### src/logic/fcsf_pkg.sv
// Constants, types and field layout shared by the condition and state-frame unit
package fcsf_pkg;
  // ************************************************************
  // Frame and status word layout
  // ************************************************************
  localparam int WORD_W = 32;
  localparam int EXP_W = 16;
  localparam int MANT_W = 64;
  localparam int FMT_W = 8;
  localparam int VEC_W = 3;
  localparam int PRED_W = 6;
  localparam int FMT_LSB = 8;
  localparam int EXP_LSB = 16;
  localparam logic [FMT_W-1:0] FMT_NULL = 8'h00;
  localparam logic [FMT_W-1:0] FMT_IDLE = 8'h60;
  localparam logic [FMT_W-1:0] FMT_PENDING_EXCEPTION_STATE = 8'he0;
  localparam logic [VEC_W-1:0] VEC_BRANCH_UNORDERED_FLAG = 3'h0;
  localparam logic [VEC_W-1:0] VEC_INEX = 3'h1;
  localparam logic [VEC_W-1:0] VEC_DZ = 3'h2;
  localparam logic [VEC_W-1:0] VEC_UNDERFLOW_EVENT = 3'h3;
  localparam logic [VEC_W-1:0] VEC_INVALID_OPERAND_EVENT = 3'h4;
  localparam logic [VEC_W-1:0] VEC_OVERFLOW_EVENT = 3'h5;
  localparam logic [VEC_W-1:0] VEC_SIGNALING_NAN_EVENT = 3'h6;
  // ************************************************************
  // Status and control register fields
  // ************************************************************
  localparam int FP_CONDITION_CODE_BITS_LSB = 24;
  localparam int EXC_LSB = 8;
  localparam int CC_N = 3;
  localparam int CC_Z = 2;
  localparam int CC_I = 1;
  localparam int CC_NAN = 0;
  localparam int EXC_BRANCH_UNORDERED_FLAG = 7;
  localparam int CTRL_BRANCH_UNORDERED_FLAG_EN = 15;
  localparam logic [WORD_W-1:0] CTRL_RST = 32'h0000_0000;
  localparam logic [WORD_W-1:0] IAR_RST = 32'h0000_0000;
  // ************************************************************
  // Conditional predicate coding
  // ************************************************************
  localparam int PRED_FLAGGING = 4;
  localparam logic [3:0] PRED_EQ = 4'h1;
  localparam logic [3:0] PRED_GT = 4'h2;
  localparam logic [3:0] PRED_LE = 4'h5;
  localparam logic [3:0] PRED_NGT = 4'hd;
  localparam logic [3:0] PRED_NE = 4'he;
  typedef enum logic [1:0] {ST_NULL, ST_IDLE, ST_PENDING_EXCEPTION_STATE} fcsf_state_t;
endpackage

### src/logic/fcsf_cond_eval.sv
// Conditional test evaluator for the thirty-two floating-point predicates
`timescale 1ns/1ps
module fcsf_cond_eval
  import fcsf_pkg::*;
(
  input wire logic [fcsf_pkg::PRED_W-1:0] pred_i,
  input wire logic [3:0] fp_condition_code_bits_i,
  output logic cond_true_o,
  output logic sets_flag_o
);
  logic n;
  logic z;
  logic u;
  logic [15:0] tab;
  logic [3:0] low;
  // Condition code split
  assign n = fp_condition_code_bits_i[CC_N];
  assign z = fp_condition_code_bits_i[CC_Z];
  assign u = fp_condition_code_bits_i[CC_NAN];
  assign low = pred_i[3:0];
  // Both halves share one equation per low code; bit 4 only picks flagging
  assign tab = {1'b1, ~z, u | z | n, u | (n & ~z), u | z | ~n, u | ~(n | z), u | z, u,
                ~u, ~(u | z), z | (n & ~u), n & ~(u | z), z | ~(u | n), ~(u | z | n), z, 1'b0};
  assign cond_true_o = tab[low];
  // Equal and not-equal never flag even in the flagging half
  assign sets_flag_o = pred_i[PRED_FLAGGING] & u & (low != PRED_EQ) & (low != PRED_NE);
endmodule

### src/logic/fcsf_frame_pack.sv
// Packs the three-long-word state frame from the unit state
`timescale 1ns/1ps
module fcsf_frame_pack
  import fcsf_pkg::*;
(
  input wire fcsf_pkg::fcsf_state_t state_i,
  input wire logic [fcsf_pkg::VEC_W-1:0] vec_i,
  input wire logic [fcsf_pkg::EXP_W-1:0] exp_i,
  input wire logic [fcsf_pkg::MANT_W-1:0] mant_i,
  output logic [fcsf_pkg::WORD_W-1:0] lw0_o,
  output logic [fcsf_pkg::WORD_W-1:0] lw1_o,
  output logic [fcsf_pkg::WORD_W-1:0] lw2_o
);
  logic is_pending_exception_state;
  logic [FMT_W-1:0] fmt;
  logic [EXP_W-1:0] exp_f;
  logic [VEC_W-1:0] vec_f;
  // Operand fields only carry meaning in exception frames
  assign is_pending_exception_state = (state_i == ST_PENDING_EXCEPTION_STATE);
  assign fmt = is_pending_exception_state ? FMT_PENDING_EXCEPTION_STATE : ((state_i == ST_IDLE) ? FMT_IDLE : FMT_NULL);
  assign exp_f = is_pending_exception_state ? exp_i : '0;
  assign vec_f = is_pending_exception_state ? vec_i : '0;
  // Bits 7:3 of the status word stay zero
  assign lw0_o = {exp_f, fmt, 5'h00, vec_f};
  assign lw1_o = is_pending_exception_state ? mant_i[MANT_W-1:WORD_W] : '0;
  assign lw2_o = is_pending_exception_state ? mant_i[WORD_W-1:0] : '0;
endmodule

### src/logic/fcsf_top.sv
// Condition evaluation, unordered exception and save/restore state machine
`timescale 1ns/1ps
module fcsf_top
  import fcsf_pkg::*;
(
  input wire logic clk_i,
  input wire logic arst_n_i,
  input wire logic cmp_valid_i,
  input wire logic cmp_a_nan_i,
  input wire logic cmp_b_nan_i,
  input wire logic cmp_less_i,
  input wire logic cmp_equal_i,
  input wire logic branch_valid_i,
  input wire logic [fcsf_pkg::PRED_W-1:0] branch_pred_i,
  input wire logic fp_instr_i,
  input wire logic fp_exc_i,
  input wire logic unsupp_type_i,
  input wire logic [fcsf_pkg::VEC_W-1:0] exc_vector_i,
  input wire logic [7:0] exc_flags_i,
  input wire logic [fcsf_pkg::EXP_W-1:0] exc_exponent_i,
  input wire logic [fcsf_pkg::MANT_W-1:0] exc_mantissa_i,
  input wire logic save_i,
  input wire logic restore_i,
  input wire logic [fcsf_pkg::WORD_W-1:0] restore_lw0_i,
  input wire logic [fcsf_pkg::WORD_W-1:0] restore_lw1_i,
  input wire logic [fcsf_pkg::WORD_W-1:0] restore_lw2_i,
  input wire logic ctrl_we_i,
  input wire logic [fcsf_pkg::WORD_W-1:0] ctrl_wdata_i,
  input wire logic stat_we_i,
  input wire logic [fcsf_pkg::WORD_W-1:0] stat_wdata_i,
  input wire logic iar_we_i,
  input wire logic [fcsf_pkg::WORD_W-1:0] iar_wdata_i,
  output logic branch_done_o,
  output logic branch_taken_o,
  output logic branch_unordered_flag_exc_o,
  output logic frame_valid_o,
  output logic [fcsf_pkg::WORD_W-1:0] frame_lw0_o,
  output logic [fcsf_pkg::WORD_W-1:0] frame_lw1_o,
  output logic [fcsf_pkg::WORD_W-1:0] frame_lw2_o,
  output logic format_error_o,
  output logic [fcsf_pkg::WORD_W-1:0] fp_control_register_o,
  output logic [fcsf_pkg::WORD_W-1:0] fp_status_register_o,
  output logic [fcsf_pkg::WORD_W-1:0] fp_instruction_address_register_o,
  output logic regs_hold_nan_o,
  output logic exc_pending_o,
  output fcsf_pkg::fcsf_state_t state_o
);
  import fcsf_pkg::*;

  // ************************************************************
  // Registers
  // ************************************************************
  fcsf_state_t state_q, state_d;
  logic [VEC_W-1:0] vec_q, vec_d;
  logic [EXP_W-1:0] exp_q, exp_d;
  logic [MANT_W-1:0] mant_q, mant_d;
  logic [3:0] fp_condition_code_bits_q, fp_condition_code_bits_d;
  logic [7:0] exc_q, exc_d;
  logic [WORD_W-1:0] ctrl_q, ctrl_d;
  logic [WORD_W-1:0] iar_q, iar_d;
  logic [WORD_W-1:0] lw0_q, lw1_q, lw2_q;
  logic [WORD_W-1:0] pk0, pk1, pk2;
  logic fv_q, ferr_q, bexc_q, bdone_q, btaken_q;

  // ************************************************************
  // Operation decode
  // ************************************************************
  logic do_rest, do_save, op_free, br, cmp, unord_cmp;
  logic cond_true, flag_set, branch_unordered_flag_take, exc_evt, instr, rst_to_null;
  logic [FMT_W-1:0] fmt_in;
  logic f_null, f_idle, f_pending_exception_state, f_bad;
  logic [3:0] fp_condition_code_bits_cmp, fp_condition_code_bits_wr;
  logic [7:0] exc_wr, exc_set;

  // Restore outranks save; both outrank compare, branch, instruction and exception inputs
  // Register writes lose to a null restore; status writes also lose to a same-cycle compare and to hardware sets
  assign do_rest = restore_i;
  assign do_save = save_i & ~restore_i;
  assign op_free = ~restore_i & ~save_i;
  assign br = branch_valid_i & op_free;
  assign cmp = cmp_valid_i & op_free;
  assign fmt_in = restore_lw0_i[FMT_LSB +: FMT_W];
  assign f_null = (fmt_in == FMT_NULL);
  assign f_idle = (fmt_in == FMT_IDLE);
  assign f_pending_exception_state = (fmt_in == FMT_PENDING_EXCEPTION_STATE);
  assign f_bad = do_rest & ~(f_null | f_idle | f_pending_exception_state);
  assign rst_to_null = do_rest & f_null;

  fcsf_cond_eval u_cond (
    .pred_i(branch_pred_i),
    .fp_condition_code_bits_i(fp_condition_code_bits_q),
    .cond_true_o(cond_true),
    .sets_flag_o(flag_set)
  );

  // Exception taken only when the flag is actually set and enabled
  assign branch_unordered_flag_take = br & flag_set & ctrl_q[CTRL_BRANCH_UNORDERED_FLAG_EN];
  assign exc_evt = (op_free & (fp_exc_i | unsupp_type_i)) | branch_unordered_flag_take;
  // Any compare, branch, instruction or exception op counts as an executed instruction unless save or restore is up; register writes do not
  assign instr = op_free & (fp_instr_i | cmp_valid_i | branch_valid_i | fp_exc_i | unsupp_type_i);

  // Compare result: NaN on either side forces unordered, N and Z clear
  assign unord_cmp = cmp_a_nan_i | cmp_b_nan_i;
  assign fp_condition_code_bits_cmp = {cmp_less_i & ~unord_cmp, cmp_equal_i & ~unord_cmp, 1'b0, unord_cmp};
  assign fp_condition_code_bits_wr = stat_we_i ? stat_wdata_i[FP_CONDITION_CODE_BITS_LSB +: 4] : fp_condition_code_bits_q;
  assign exc_wr = stat_we_i ? stat_wdata_i[EXC_LSB +: 8] : exc_q;
  // Hardware sets; aware tests contribute nothing here
  assign exc_set = (op_free & fp_exc_i ? exc_flags_i : 8'h00)
                 | (br & flag_set ? (8'h01 << EXC_BRANCH_UNORDERED_FLAG) : 8'h00);

  // ************************************************************
  // Status and control next values
  // ************************************************************
  always_comb begin
    fp_condition_code_bits_d = cmp ? fp_condition_code_bits_cmp : fp_condition_code_bits_wr;
    if (br & flag_set) begin
      fp_condition_code_bits_d[CC_NAN] = 1'b1;
    end
    // Set wins over a same-cycle software write
    exc_d = exc_wr | exc_set;
    ctrl_d = ctrl_we_i ? ctrl_wdata_i : ctrl_q;
    iar_d = iar_we_i ? iar_wdata_i : iar_q;
    if (rst_to_null) begin
      fp_condition_code_bits_d = '0;
      exc_d = '0;
      ctrl_d = CTRL_RST;
      iar_d = IAR_RST;
    end
  end

  // ************************************************************
  // State machine
  // ************************************************************
  always_comb begin
    state_d = state_q;
    vec_d = vec_q;
    exp_d = exp_q;
    mant_d = mant_q;
    if (do_rest) begin
      if (f_null) begin
        state_d = ST_NULL;
      end else if (f_idle) begin
        state_d = ST_IDLE;
      end else if (f_pending_exception_state) begin
        state_d = ST_PENDING_EXCEPTION_STATE;
        vec_d = restore_lw0_i[VEC_W-1:0];
        exp_d = restore_lw0_i[EXP_LSB +: EXP_W];
        mant_d = {restore_lw1_i, restore_lw2_i};
      end
    end else if (do_save) begin
      // Save clears the pending exception bit once the frame is taken
      if (state_q == ST_PENDING_EXCEPTION_STATE) begin
        state_d = ST_IDLE;
      end
    end else if (exc_evt) begin
      state_d = ST_PENDING_EXCEPTION_STATE;
      vec_d = branch_unordered_flag_take ? VEC_BRANCH_UNORDERED_FLAG : exc_vector_i;
      exp_d = exc_exponent_i;
      mant_d = exc_mantissa_i;
    end else begin
      unique case (state_q)
        ST_NULL: state_d = instr ? ST_IDLE : ST_NULL;
        ST_IDLE: state_d = ST_IDLE;
        ST_PENDING_EXCEPTION_STATE: state_d = ST_PENDING_EXCEPTION_STATE;
      endcase
    end
  end

  // Frame built from the state as it stands before this save
  fcsf_frame_pack u_pack (
    .state_i(state_q),
    .vec_i(vec_q),
    .exp_i(exp_q),
    .mant_i(mant_q),
    .lw0_o(pk0),
    .lw1_o(pk1),
    .lw2_o(pk2)
  );

  // Reset lands in null with cleared registers
  always_ff @(posedge clk_i or negedge arst_n_i) begin
    if (!arst_n_i) begin
      state_q <= ST_NULL;
      vec_q <= '0;
      exp_q <= '0;
      mant_q <= '0;
      fp_condition_code_bits_q <= '0;
      exc_q <= '0;
      ctrl_q <= CTRL_RST;
      iar_q <= IAR_RST;
    end else begin
      state_q <= state_d;
      vec_q <= vec_d;
      exp_q <= exp_d;
      mant_q <= mant_d;
      fp_condition_code_bits_q <= fp_condition_code_bits_d;
      exc_q <= exc_d;
      ctrl_q <= ctrl_d;
      iar_q <= iar_d;
    end
  end

  // Frame and result registers; lw words hold until the next save
  always_ff @(posedge clk_i or negedge arst_n_i) begin
    if (!arst_n_i) begin
      lw0_q <= '0;
      lw1_q <= '0;
      lw2_q <= '0;
      fv_q <= 1'b0;
      ferr_q <= 1'b0;
      bexc_q <= 1'b0;
      bdone_q <= 1'b0;
      btaken_q <= 1'b0;
    end else begin
      if (do_save) begin
        lw0_q <= pk0;
        lw1_q <= pk1;
        lw2_q <= pk2;
      end
      fv_q <= do_save;
      ferr_q <= f_bad;
      bexc_q <= branch_unordered_flag_take;
      bdone_q <= br;
      btaken_q <= br & cond_true;
    end
  end

  // ************************************************************
  // Outputs
  // ************************************************************
  assign branch_done_o = bdone_q;
  assign branch_taken_o = btaken_q;
  assign branch_unordered_flag_exc_o = bexc_q;
  assign frame_valid_o = fv_q;
  assign frame_lw0_o = lw0_q;
  assign frame_lw1_o = lw1_q;
  assign frame_lw2_o = lw2_q;
  assign format_error_o = ferr_q;
  assign fp_control_register_o = ctrl_q;
  assign fp_status_register_o = ({28'h0, fp_condition_code_bits_q} << FP_CONDITION_CODE_BITS_LSB) | ({24'h0, exc_q} << EXC_LSB);
  assign fp_instruction_address_register_o = iar_q;
  // Datapath reads default NaN for every data register while null
  assign regs_hold_nan_o = (state_q == ST_NULL);
  assign exc_pending_o = (state_q == ST_PENDING_EXCEPTION_STATE);
  assign state_o = state_q;
endmodule

### config.mk
export PLATFORM = sky130hd
export DESIGN_NAME = fcsf_top
export DESIGN_NICKNAME = d
export VERILOG_FILES = /design/src/logic/fcsf_pkg.sv /design/src/logic/fcsf_cond_eval.sv /design/src/logic/fcsf_frame_pack.sv /design/src/logic/fcsf_top.sv
export SDC_FILE = /design/constraint.sdc
export NUM_CORES = 1
export LEC_CHECK = 0
export ABC_AREA = 1
export BUFFER_PORTS_ARGS = -buffer_cell sky130_fd_sc_hd__buf_2
export CORE_MARGIN = 2
export CORE_UTILIZATION = 30
export CTS_CLUSTER_DIAMETER = 50
export CTS_CLUSTER_SIZE = 14
export DETAILED_ROUTE_END_ITERATION = 16
export GPL_TIMING_DRIVEN = 0
export PLACE_DENSITY = 0.62
export SYNTH_ARGS = -nofsm -noshare
export SYNTH_HDL_FRONTEND = slang
export SYNTH_SLANG_ARGS = --single-unit
### constraint.sdc
create_clock -name clk_i -period 1.8 [get_ports clk_i]
set_input_delay 0.18 -clock clk_i [delete_from_list [all_inputs] [get_ports clk_i]]
set_output_delay 0.18 -clock clk_i [all_outputs]
set_load 0.01 [all_outputs]
[After elaboration in Yosys (flattened, before gate mapping)]
Cells that the tools add are included.
Cells by class
  magnitude comparators: 1
  bitwise operators: 52
  reductions and logical operators: 9
  multiplexer cells: 48
  equality and inequality tests: 12
Operators by type and width (number)
  64-bit 2-to-1 mux: 6
  32-bit 2-to-1 mux: 6
  16-bit 2-to-1 mux: 7
  8-bit 2-to-1 mux: 5
  28-bit by 16-bit bitwise OR with 28-bit output: 1
  3-bit 2-to-1 mux: 8
  1-bit AND: 20
  1-bit bitwise OR: 18
  8-bit bitwise OR: 2
  2-bit 2-to-1 mux: 7
  4-bit 2-to-1 mux: 3
  1-bit NOT: 11
  8-bit by 7-bit equality test with 1-bit output, second input constant: 1
  8-bit equality test, second input constant: 1
  8-bit logical NOT: 1
  4-bit by 1-bit != test with 1-bit output, second input constant: 2
  7-bit 2-to-1 mux: 1
  2-bit != test, second input constant: 3
  2-bit one-hot mux with 3 select lines: 1
  2-bit nonzero test: 3
  4-bit by 5-bit < comparator with 1-bit output, second input constant: 1
  5-bit AND reduction: 1
  1-bit binary-select mux with 4-bit select: 1
  4-bit != test, second input constant: 1
  other kinds (9): 11
Word-level totals
  input bits: 305
  flip-flop bits (word level): 257

[Depth between registers and ports, before layout]
Gate-level depths: netlist (run 1).
  depth after elaboration: 10
  mapped depth: 11
  depth with buffers taken out: 9

[Modules after synthesis]
From an unflattened synthesis (run 1), not the netlist that was laid out.
Second synthesis, totals
  cell total of the unflattened synthesis: 1723
  area, all modules: 12753.5 µm²
By module, submodules not included
  fcsf_top: sequential area each 6556.3 µm², area an instance 11808.8 µm², cells each 1506, times used 1
  fcsf_frame_pack: sequential area each 0.0 µm², area an instance 840.8 µm², cells each 192, times used 1
  fcsf_cond_eval: sequential area each 0.0 µm², area an instance 103.8 µm², cells each 25, times used 1

[Worst setup path after synthesis (run 1)]
No wires, ideal clock.
  kind: register to register
  start point: register state_q[0] (netlist: state_o[0])
  end point: register lw0_q[23] (netlist: frame_lw0_o[23])
  arrival time: 1.477 ns
  library setup time: 0.066 ns
  cell stages (with the launch flop): 7
  clock period less this slack: 1.543 ns
  slack: 0.257 ns
  path through: dfrtp_1 inv_1 ha_1 clkbuf_1 clkbuf_1 nand3_1 nand2_1
On the way
  word-level cells in the longest chain between the ends: 2
Ends and longest elaborated chain
  start, declared: RTL line fcsf_top.sv:53  | fcsf_state_t state_q, state_d;
  start signal, assigned: RTL line fcsf_top.sv:192  | state_q <= state_d;
  2-bit equality test
  net exc_pending_o: RTL line fcsf_top.sv:45  | output logic exc_pending_o,
  16-bit 2-to-1 mux: RTL line fcsf_frame_pack.sv:21  | assign exp_f = is_pending_exception_state ? exp_i : '0;
  end signal, assigned: RTL line fcsf_top.sv:216  | lw0_q <= pk0;
  end, declared: RTL line fcsf_top.sv:61  | logic [WORD_W-1:0] lw0_q, lw1_q, lw2_q;
The timed path passes the listed nets, and every way through them passes these cells.
A chain may end at the register's enable or synchronous reset.

[Worst setup path in the final report (run 1)]
  start point: register state_q[0] (netlist: state_o[0])
  end point: output exc_pending_o
On the way
  word-level cells in the longest chain between the ends: 1
Ends and longest elaborated chain
  2-bit equality test: RTL line fcsf_top.sv:244  | assign exc_pending_o = (state_q == ST_PENDING_EXCEPTION_STATE);
  end, declared: RTL line fcsf_top.sv:45
No other way between the ends.

==> results of run 1 <==
==> logic make-up (layout without fill, tap and decap cells) <==
family | after synthesis | after routing | share of synthesized area (%)
compound gates | 87 | 87 | 3.92
simple gates | 919 | 919 | 32.1
other cells | 1 | 34 | 0.0324
fa+ha+maj | 3 | 3 | 0.324
buf+inv | 220 | 964 | 9.42
flops | 251 | 251 | 54.2
==> metrics by stage <==
| step | setup slack [ns] | std cells | TNS [ns] | utilization, % | hold slack [ns] |
|---|---|---|---|---|---|
| floorplan | 0.257 | 1510 | 0 | - | -0.116 |
| global placement | -4.04 | 2466 | -1048.47 | 38.5 | 0.411 |
| detailed placement | -0.387 | 2468 | -43.54 | 38.6 | 0.0684 |
| CTS | 0.0156 | 2765 | 0 | 47.8 | 0.00158 |
| global route | 0.0530 | 2769 | 0 | 47.8 | 0.0237 |
| finish | 0.125 | 2769 | 0 | 47.8 | -0.00849 |
==> final timing paths <==
path                                   start                               endpoint  depth (start not counted)
max                               state_o[0]                          exc_pending_o                          3
min                        restore_lw0_i[16]                               exp_q[0]                          5
max reg2reg                       state_o[0]                        frame_lw1_o[12]                          6
min reg2reg                       mant_q[58]                             mant_q[58]                          2
max in group asynchronous           arst_n_i                         frame_lw2_o[6]                          3
min in group asynchronous           arst_n_i  fp_instruction_address_register_o[12]                          2
==> cell type report <==
| cell class | count | area (sq um) |
|---|---|---|
| repair buffers | 696 | 4780 |
| diodes | 4 | 10.0 |
| flip-flops and latches | 251 | 6280 |
| fillers | 3574 | 19700 |
| clock inverters | 17 | 201 |
| well taps | 511 | 639 |
| plain buffers | 118 | 722 |
| clock buffers | 31 | 753 |
| inverters | 102 | 383 |
| multi-input cells | 1039 | 4320 |
==> cells in the final DEF (no fill, tap or decap), drive strengths merged, types with 2 or more instances in the layout <==
master       instances
o21ai               75
dlygate4sd3        249
inv                106
or2                  3
nand2              726
bufinv               3
conb                30
clkinv               8
ha                   3
nor2                23
diode                4
clkinvlp             2
o211ai               2
clkbuf              74
nand3              167
dfrtp              251
a21oi                5
buf                522
==> sequential cells by signal (all words and copies together) (netlist names), 2 cells and up <==
signal                             count
frame_lw1_o                           32
frame_lw0_o                           21
exc_q                                  8
state_o                                2
fp_control_register_o                 32
exp_q                                 16
fp_condition_code_bits_q               4
mant_q                                64
fp_instruction_address_register_o     32
vec_q                                  3
frame_lw2_o                           32
==> routing by layer <==
metal  share of wire [%]  wire [um]
met1                  38      16700
met2                  49      21800
met3                 7.4       3260
met4                 5.3       2340
met5               0.070         31
==> where the power goes <==
| group | switching [mW] | internal (mW) | leakage, nW | total [mW] |
|---|---|---|---|---|
| clock network | 2.44 | 3.47 | 0.467 | 5.91 |
| logic | 1.74 | 1.43 | 6.64 | 3.17 |
| registers | 0.416 | 6.34 | 3.22 | 6.76 |
| total | 4.59 | 11.2 | 10.3 | 15.8 |
==> timing repair <==
item / 4_1_cts / 5_1_grt
resized for setup: 9 / 5
hold buffers: 249 / 0
buffers inserted: 0 / 0
hold endpoints to repair: 409 / 0
setup endpoints to repair: 70 / 14
gates cloned: 0 / 0
==> critical path, stage by stage (launching register included) <==
cell and delay (ns):
dfrtp_1 0.41, inv_1 0.10, ha_2 0.28, buf_2 0.17
==> impl_metrics.env, run 1 <==
export IMPL_wl_per_cell_um=15.9
export IMPL_use_met3_pct=4.98
export IMPL_seq_area_frac_synth_pct=54.2
export IMPL_yosysMostFrequentCell="nand2_1"
export IMPL_yosys_register_bits=251
export IMPL_power_mw=15.8
export IMPL_grt_antenna_before_repair=9
export IMPL_skew_ns=0.0174
export IMPL_design_core_area_sq_um=37800
export IMPL_place_area_sq_um=14600
export IMPL_critPathKind="reg -> out"
export IMPL_die_w_um=200
export IMPL_grt_pass1_vias=13083
export IMPL_gr_usage_met2_pct=38.3
export IMPL_final_design_area_no_fill_sq_um=18100
export IMPL_crit_fanout=4
export IMPL_pwr_density_cell_nw_per_um2=875
export IMPL_place_hpwl_um=31000
export IMPL_clk_pin_slew_ns=0.06
export IMPL_vias_per_cell=4.51
export IMPL_cts_num_sinks=251
export IMPL_nets=2544
export IMPL_yosysTopAreaCellShare_pct=54.2
export IMPL_synth_warnings=0
export IMPL_clockRootBuffer="clkbuf_16"
export IMPL_crit_arrival_ns=1.50
export IMPL_die_h_um=200
export IMPL_yosys_cell_types_count=30
export IMPL_cts_tree="done"
export IMPL_min_period_over_period_pct=93.1
export IMPL_synth_flop_cell="dfrtp_1"
export IMPL_max_slew_margin_rel_pct=43.4
export IMPL_setup_viol=0
export IMPL_synthCells=1481
export IMPL_grt_first_pass_wirelength_um=68900
export IMPL_rows=71
export IMPL_drive_gt1_share_pct=25.8
export IMPL_cap_violations=0
export IMPL_irDropWorstVdd_mv=0.671
export IMPL_avgSynthCellArea_sq_um=7.82
export IMPL_rsz0062_at_grt="no"
export IMPL_hold_class="in -> reg"
export IMPL_synthToLayoutAreaGrowth_pct=56.2
export IMPL_drtIter0Drc=676
export IMPL_overflow=0
export IMPL_cp_required_ns=1.62
export IMPL_antenna_left=0
export IMPL_p_leak_nw=10.3
export IMPL_fmax_ghz=0.597
export IMPL_drc=0
export IMPL_ios=506
export IMPL_syn_area_sq_um=11600
export IMPL_clockBufferDepth=3
export IMPL_h_tree_depth=1
export IMPL_dieArea_sq_um=40200
export IMPL_grt_usage_pct=21.4
export IMPL_cts_buffers=28
export IMPL_yosys_area_top_type="dfrtp_1"
export IMPL_gr_usage_met1_pct=23.9
export IMPL_clk_latency_ns=0.55
export IMPL_hold_violations=1
export IMPL_cp_start_kind="register"
export IMPL_num_vias=12479
export IMPL_status="finished, violations left"
export IMPL_io_buffer_count=445
export IMPL_finalCriticalPeriod_ns=1.68
export IMPL_fin_hold_ws_ns=-0.00849
export IMPL_violations="hold timing"
export IMPL_netlist_top_cells_count="724 x nand2_1, 251 x dfrtp_1, 165 x nand3_1"
export IMPL_end_kind="output pin"
export IMPL_grt_max_degree=116
export IMPL_top_usage_layer="met2"
export IMPL_slew_violations=0
export IMPL_async_reset_ff_share_pct=100
export IMPL_r2r_slack_ns=0.17
export IMPL_synthTopCellsByArea="dfrtp_1 54%, nand2_1 23%, nand3_1 7.1%, inv_1 3.2%, o21ai_0 3.2%"
export IMPL_place_congestion=0.897
export IMPL_drt_first_pass_iters=5
export IMPL_synth_edf_count=0
export IMPL_worstMarginPinSlew_ns=0.849
export IMPL_start_util_pct=30.6
export IMPL_wl_um=44100
(Power assumes the default switching activity.)
==> run 2, diff against run 1 <==
Settings changed: MAX_ROUTING_LAYER set to met4.
==> run 2 against run 1 <==
Effect of this change: hold slack improved by 0.010 ns; the flow now finishes without violations; combinational power about the same; clock power up 10%; worst setup slack worse by 0.052 ns; clock-buffer cell count up 4.
==> impl_metrics.env, run 2 (synthesized netlist as in run 1, its figures left out) <==
export IMPL_overflow=0
export IMPL_cts_tree="done"
export IMPL_cts_buffers=31
export IMPL_h_tree_depth=1
export IMPL_grt_antenna_before_repair=9
export IMPL_status="complete, no violations"
export IMPL_die_w_um=200
export IMPL_die_h_um=200
export IMPL_grt_usage_pct=22.2
export IMPL_critPathKind="reg -> out"
export IMPL_vias_per_cell=4.52
export IMPL_max_stage_delay_ns=0.41
export IMPL_crit_fanout=4
export IMPL_clk_pin_slew_ns=0.06
export IMPL_pwr_density_cell_nw_per_um2=900
export IMPL_hold_violations=0
export IMPL_layout_common_cells="724 x nand2_1, 462 x buf_2, 251 x dfrtp_1, 251 x dlygate4sd3_1, 165 x nand3_1"
export IMPL_slowest_stage="dfrtp_1"
export IMPL_design_core_area_sq_um=37800
export IMPL_min_from="exc_exponent_i[0]"
export IMPL_clockRootBuffer="clkbuf_16"
export IMPL_io_buffer_count=445
export IMPL_min_delay_path_depth=5
export IMPL_drtIter0Drc=629
export IMPL_place_area_sq_um=14600
export IMPL_wl_um=44500
export IMPL_reg2reg_from="state_o[0]"
export IMPL_clockBufferDepth=3
export IMPL_fmax_ghz=0.579
export IMPL_cp_top_family="flip-flops"
export IMPL_max_slew_margin_rel_pct=55.4
export IMPL_crit_arrival_ns=1.55
export IMPL_clk_latency_ns=0.56
export IMPL_end_kind="output pin"
export IMPL_num_vias=12588
export IMPL_drt_first_pass_iters=5
export IMPL_start_util_pct=30.6
export IMPL_wl_per_cell_um=16.0
export IMPL_drive_gt1_share_pct=25.9
export IMPL_drc=0
export IMPL_largest_reg_flops=64
export IMPL_mostFrequentLayoutCell="nand2_1"
export IMPL_dieArea_sq_um=40200
export IMPL_min_period_over_period_pct=96.0
export IMPL_setup_viol=0
export IMPL_place_hpwl_um=31100
export IMPL_irDropWorstVdd_mv=0.662
export IMPL_synthToLayoutAreaGrowth_pct=57.5
export IMPL_cp_start_kind="register"
export IMPL_place_congestion=0.900
export IMPL_ios=506
export IMPL_grt_first_pass_wirelength_um=69200
export IMPL_regMostFlops="mant_q"
export IMPL_power_mw=16.4
export IMPL_path_cells="inv_1 -> ha_1 -> buf_2"
export IMPL_nets=2548
export IMPL_skew_ns=0.0159
export IMPL_stdcell_count=2782
export IMPL_cp_required_ns=1.62
export IMPL_finalCriticalPeriod_ns=1.73
export IMPL_cts_setup_buffers=0
export IMPL_worstMarginPinSlew_ns=0.669
export IMPL_slew_violations=0
export IMPL_whs_endpoint="exp_q[0]"
export IMPL_rows=71
export IMPL_worstReg2RegEnd="frame_lw2_o[2]"
export IMPL_path_buf_inv=2
export IMPL_p_leak_nw=10.4
export IMPL_grt_pass1_vias=12987
export IMPL_hold_class="in -> reg"
export IMPL_rsz0062_at_grt="no"
export IMPL_antenna_left=0
export IMPL_cap_violations=0
export IMPL_rr_worst_depth=6
export IMPL_grt_max_degree=108
export IMPL_cts_num_sinks=251
export IMPL_final_design_area_no_fill_sq_um=18200
export IMPL_r2r_slack_ns=0.14
export IMPL_placedCellCount=2468
-- run 2: cell types whose count changed in the layout (fill, tap and decap cells not counted), sizes merged --
cell | previous run | this run
diode | 4 | 8
clkbuf | 74 | 77
clkinv | 8 | 10
dlygate4sd3 | 249 | 251
inv | 106 | 108
-- run 2: worst register-to-register path, cell delays in order, from the launching register on --
cell,delay [ns]
dfrtp_1,0.41
inv_1,0.09
ha_1,0.30
clkbuf_4,0.31
clkbuf_2,0.26
nand3_1,0.14
nand2_1,0.09
-- run 2: per-stage QoR --
stage | hold WS (ns) | setup slack [ns] | TNS, ns | util [%]
floorplan | -0.116 | 0.257 | 0 | -
global placement | 0.411 | -4.04 | -1047.12 | 38.5
detailed placement | 0.215 | -0.399 | -46.11 | 38.6
CTS | 0.00114 | 0.0207 | 0 | 48.2
global route | 0.0113 | 0.000384 | 0 | 48.2
finish | 0.00165 | 0.0728 | 0 | 48.2
-- run 2: area by class of cell --
| class | count | area (sq um) |
|---|---|---|
| sequential | 251 | 6280 |
| timing repair buffer | 698 | 4800 |
| clock buffer | 35 | 821 |
| inverter | 102 | 383 |
| buffer | 117 | 718 |
| clock inverter | 21 | 259 |
| tap | 511 | 639 |
| antenna | 8 | 20.0 |
| multi-input combinational | 1039 | 4320 |
| fill | 3562 | 19600 |
-- run 2: timing repair --
| action | CTS | global route |
|---|---|---|
| cloned | 0 | 0 |
| hold buffers | 251 | 0 |
| endpoints found under the setup margin | 70 | 6 |
| hold endpoints to repair | 238 | 0 |
| gates resized for setup | 9 | 4 |
-- run 2: how the worst max path moves through the flow --
stage                           from               to  slack [ns]  cells past startpoint
after floorplan           state_o[0]  frame_lw0_o[23]        0.26                      6
after global placement      arst_n_i   frame_lw2_o[3]       -4.04                      1
after detailed placement  state_o[0]  frame_lw1_o[30]       -0.40                      6
after CTS                  restore_i       mant_q[21]        0.02                      9
after global routing      state_o[0]    exc_pending_o      0.0004                      3
final                     state_o[0]    exc_pending_o        0.07                      3
-- run 2: metal layers --
metal	vias up	track usage [%]	share of wire, %
li1	6050	-	-
met1	5837	25.2	39
met2	565	38.5	50
met3	136	4.14	6.7
met4	0	9.52	4.7
met5	-	-	0
-- run 2: where the power goes --
group          internal (mW)  switching (mW)
clock network           3.79            2.71
registers               6.34           0.412
logic                   1.44            1.74
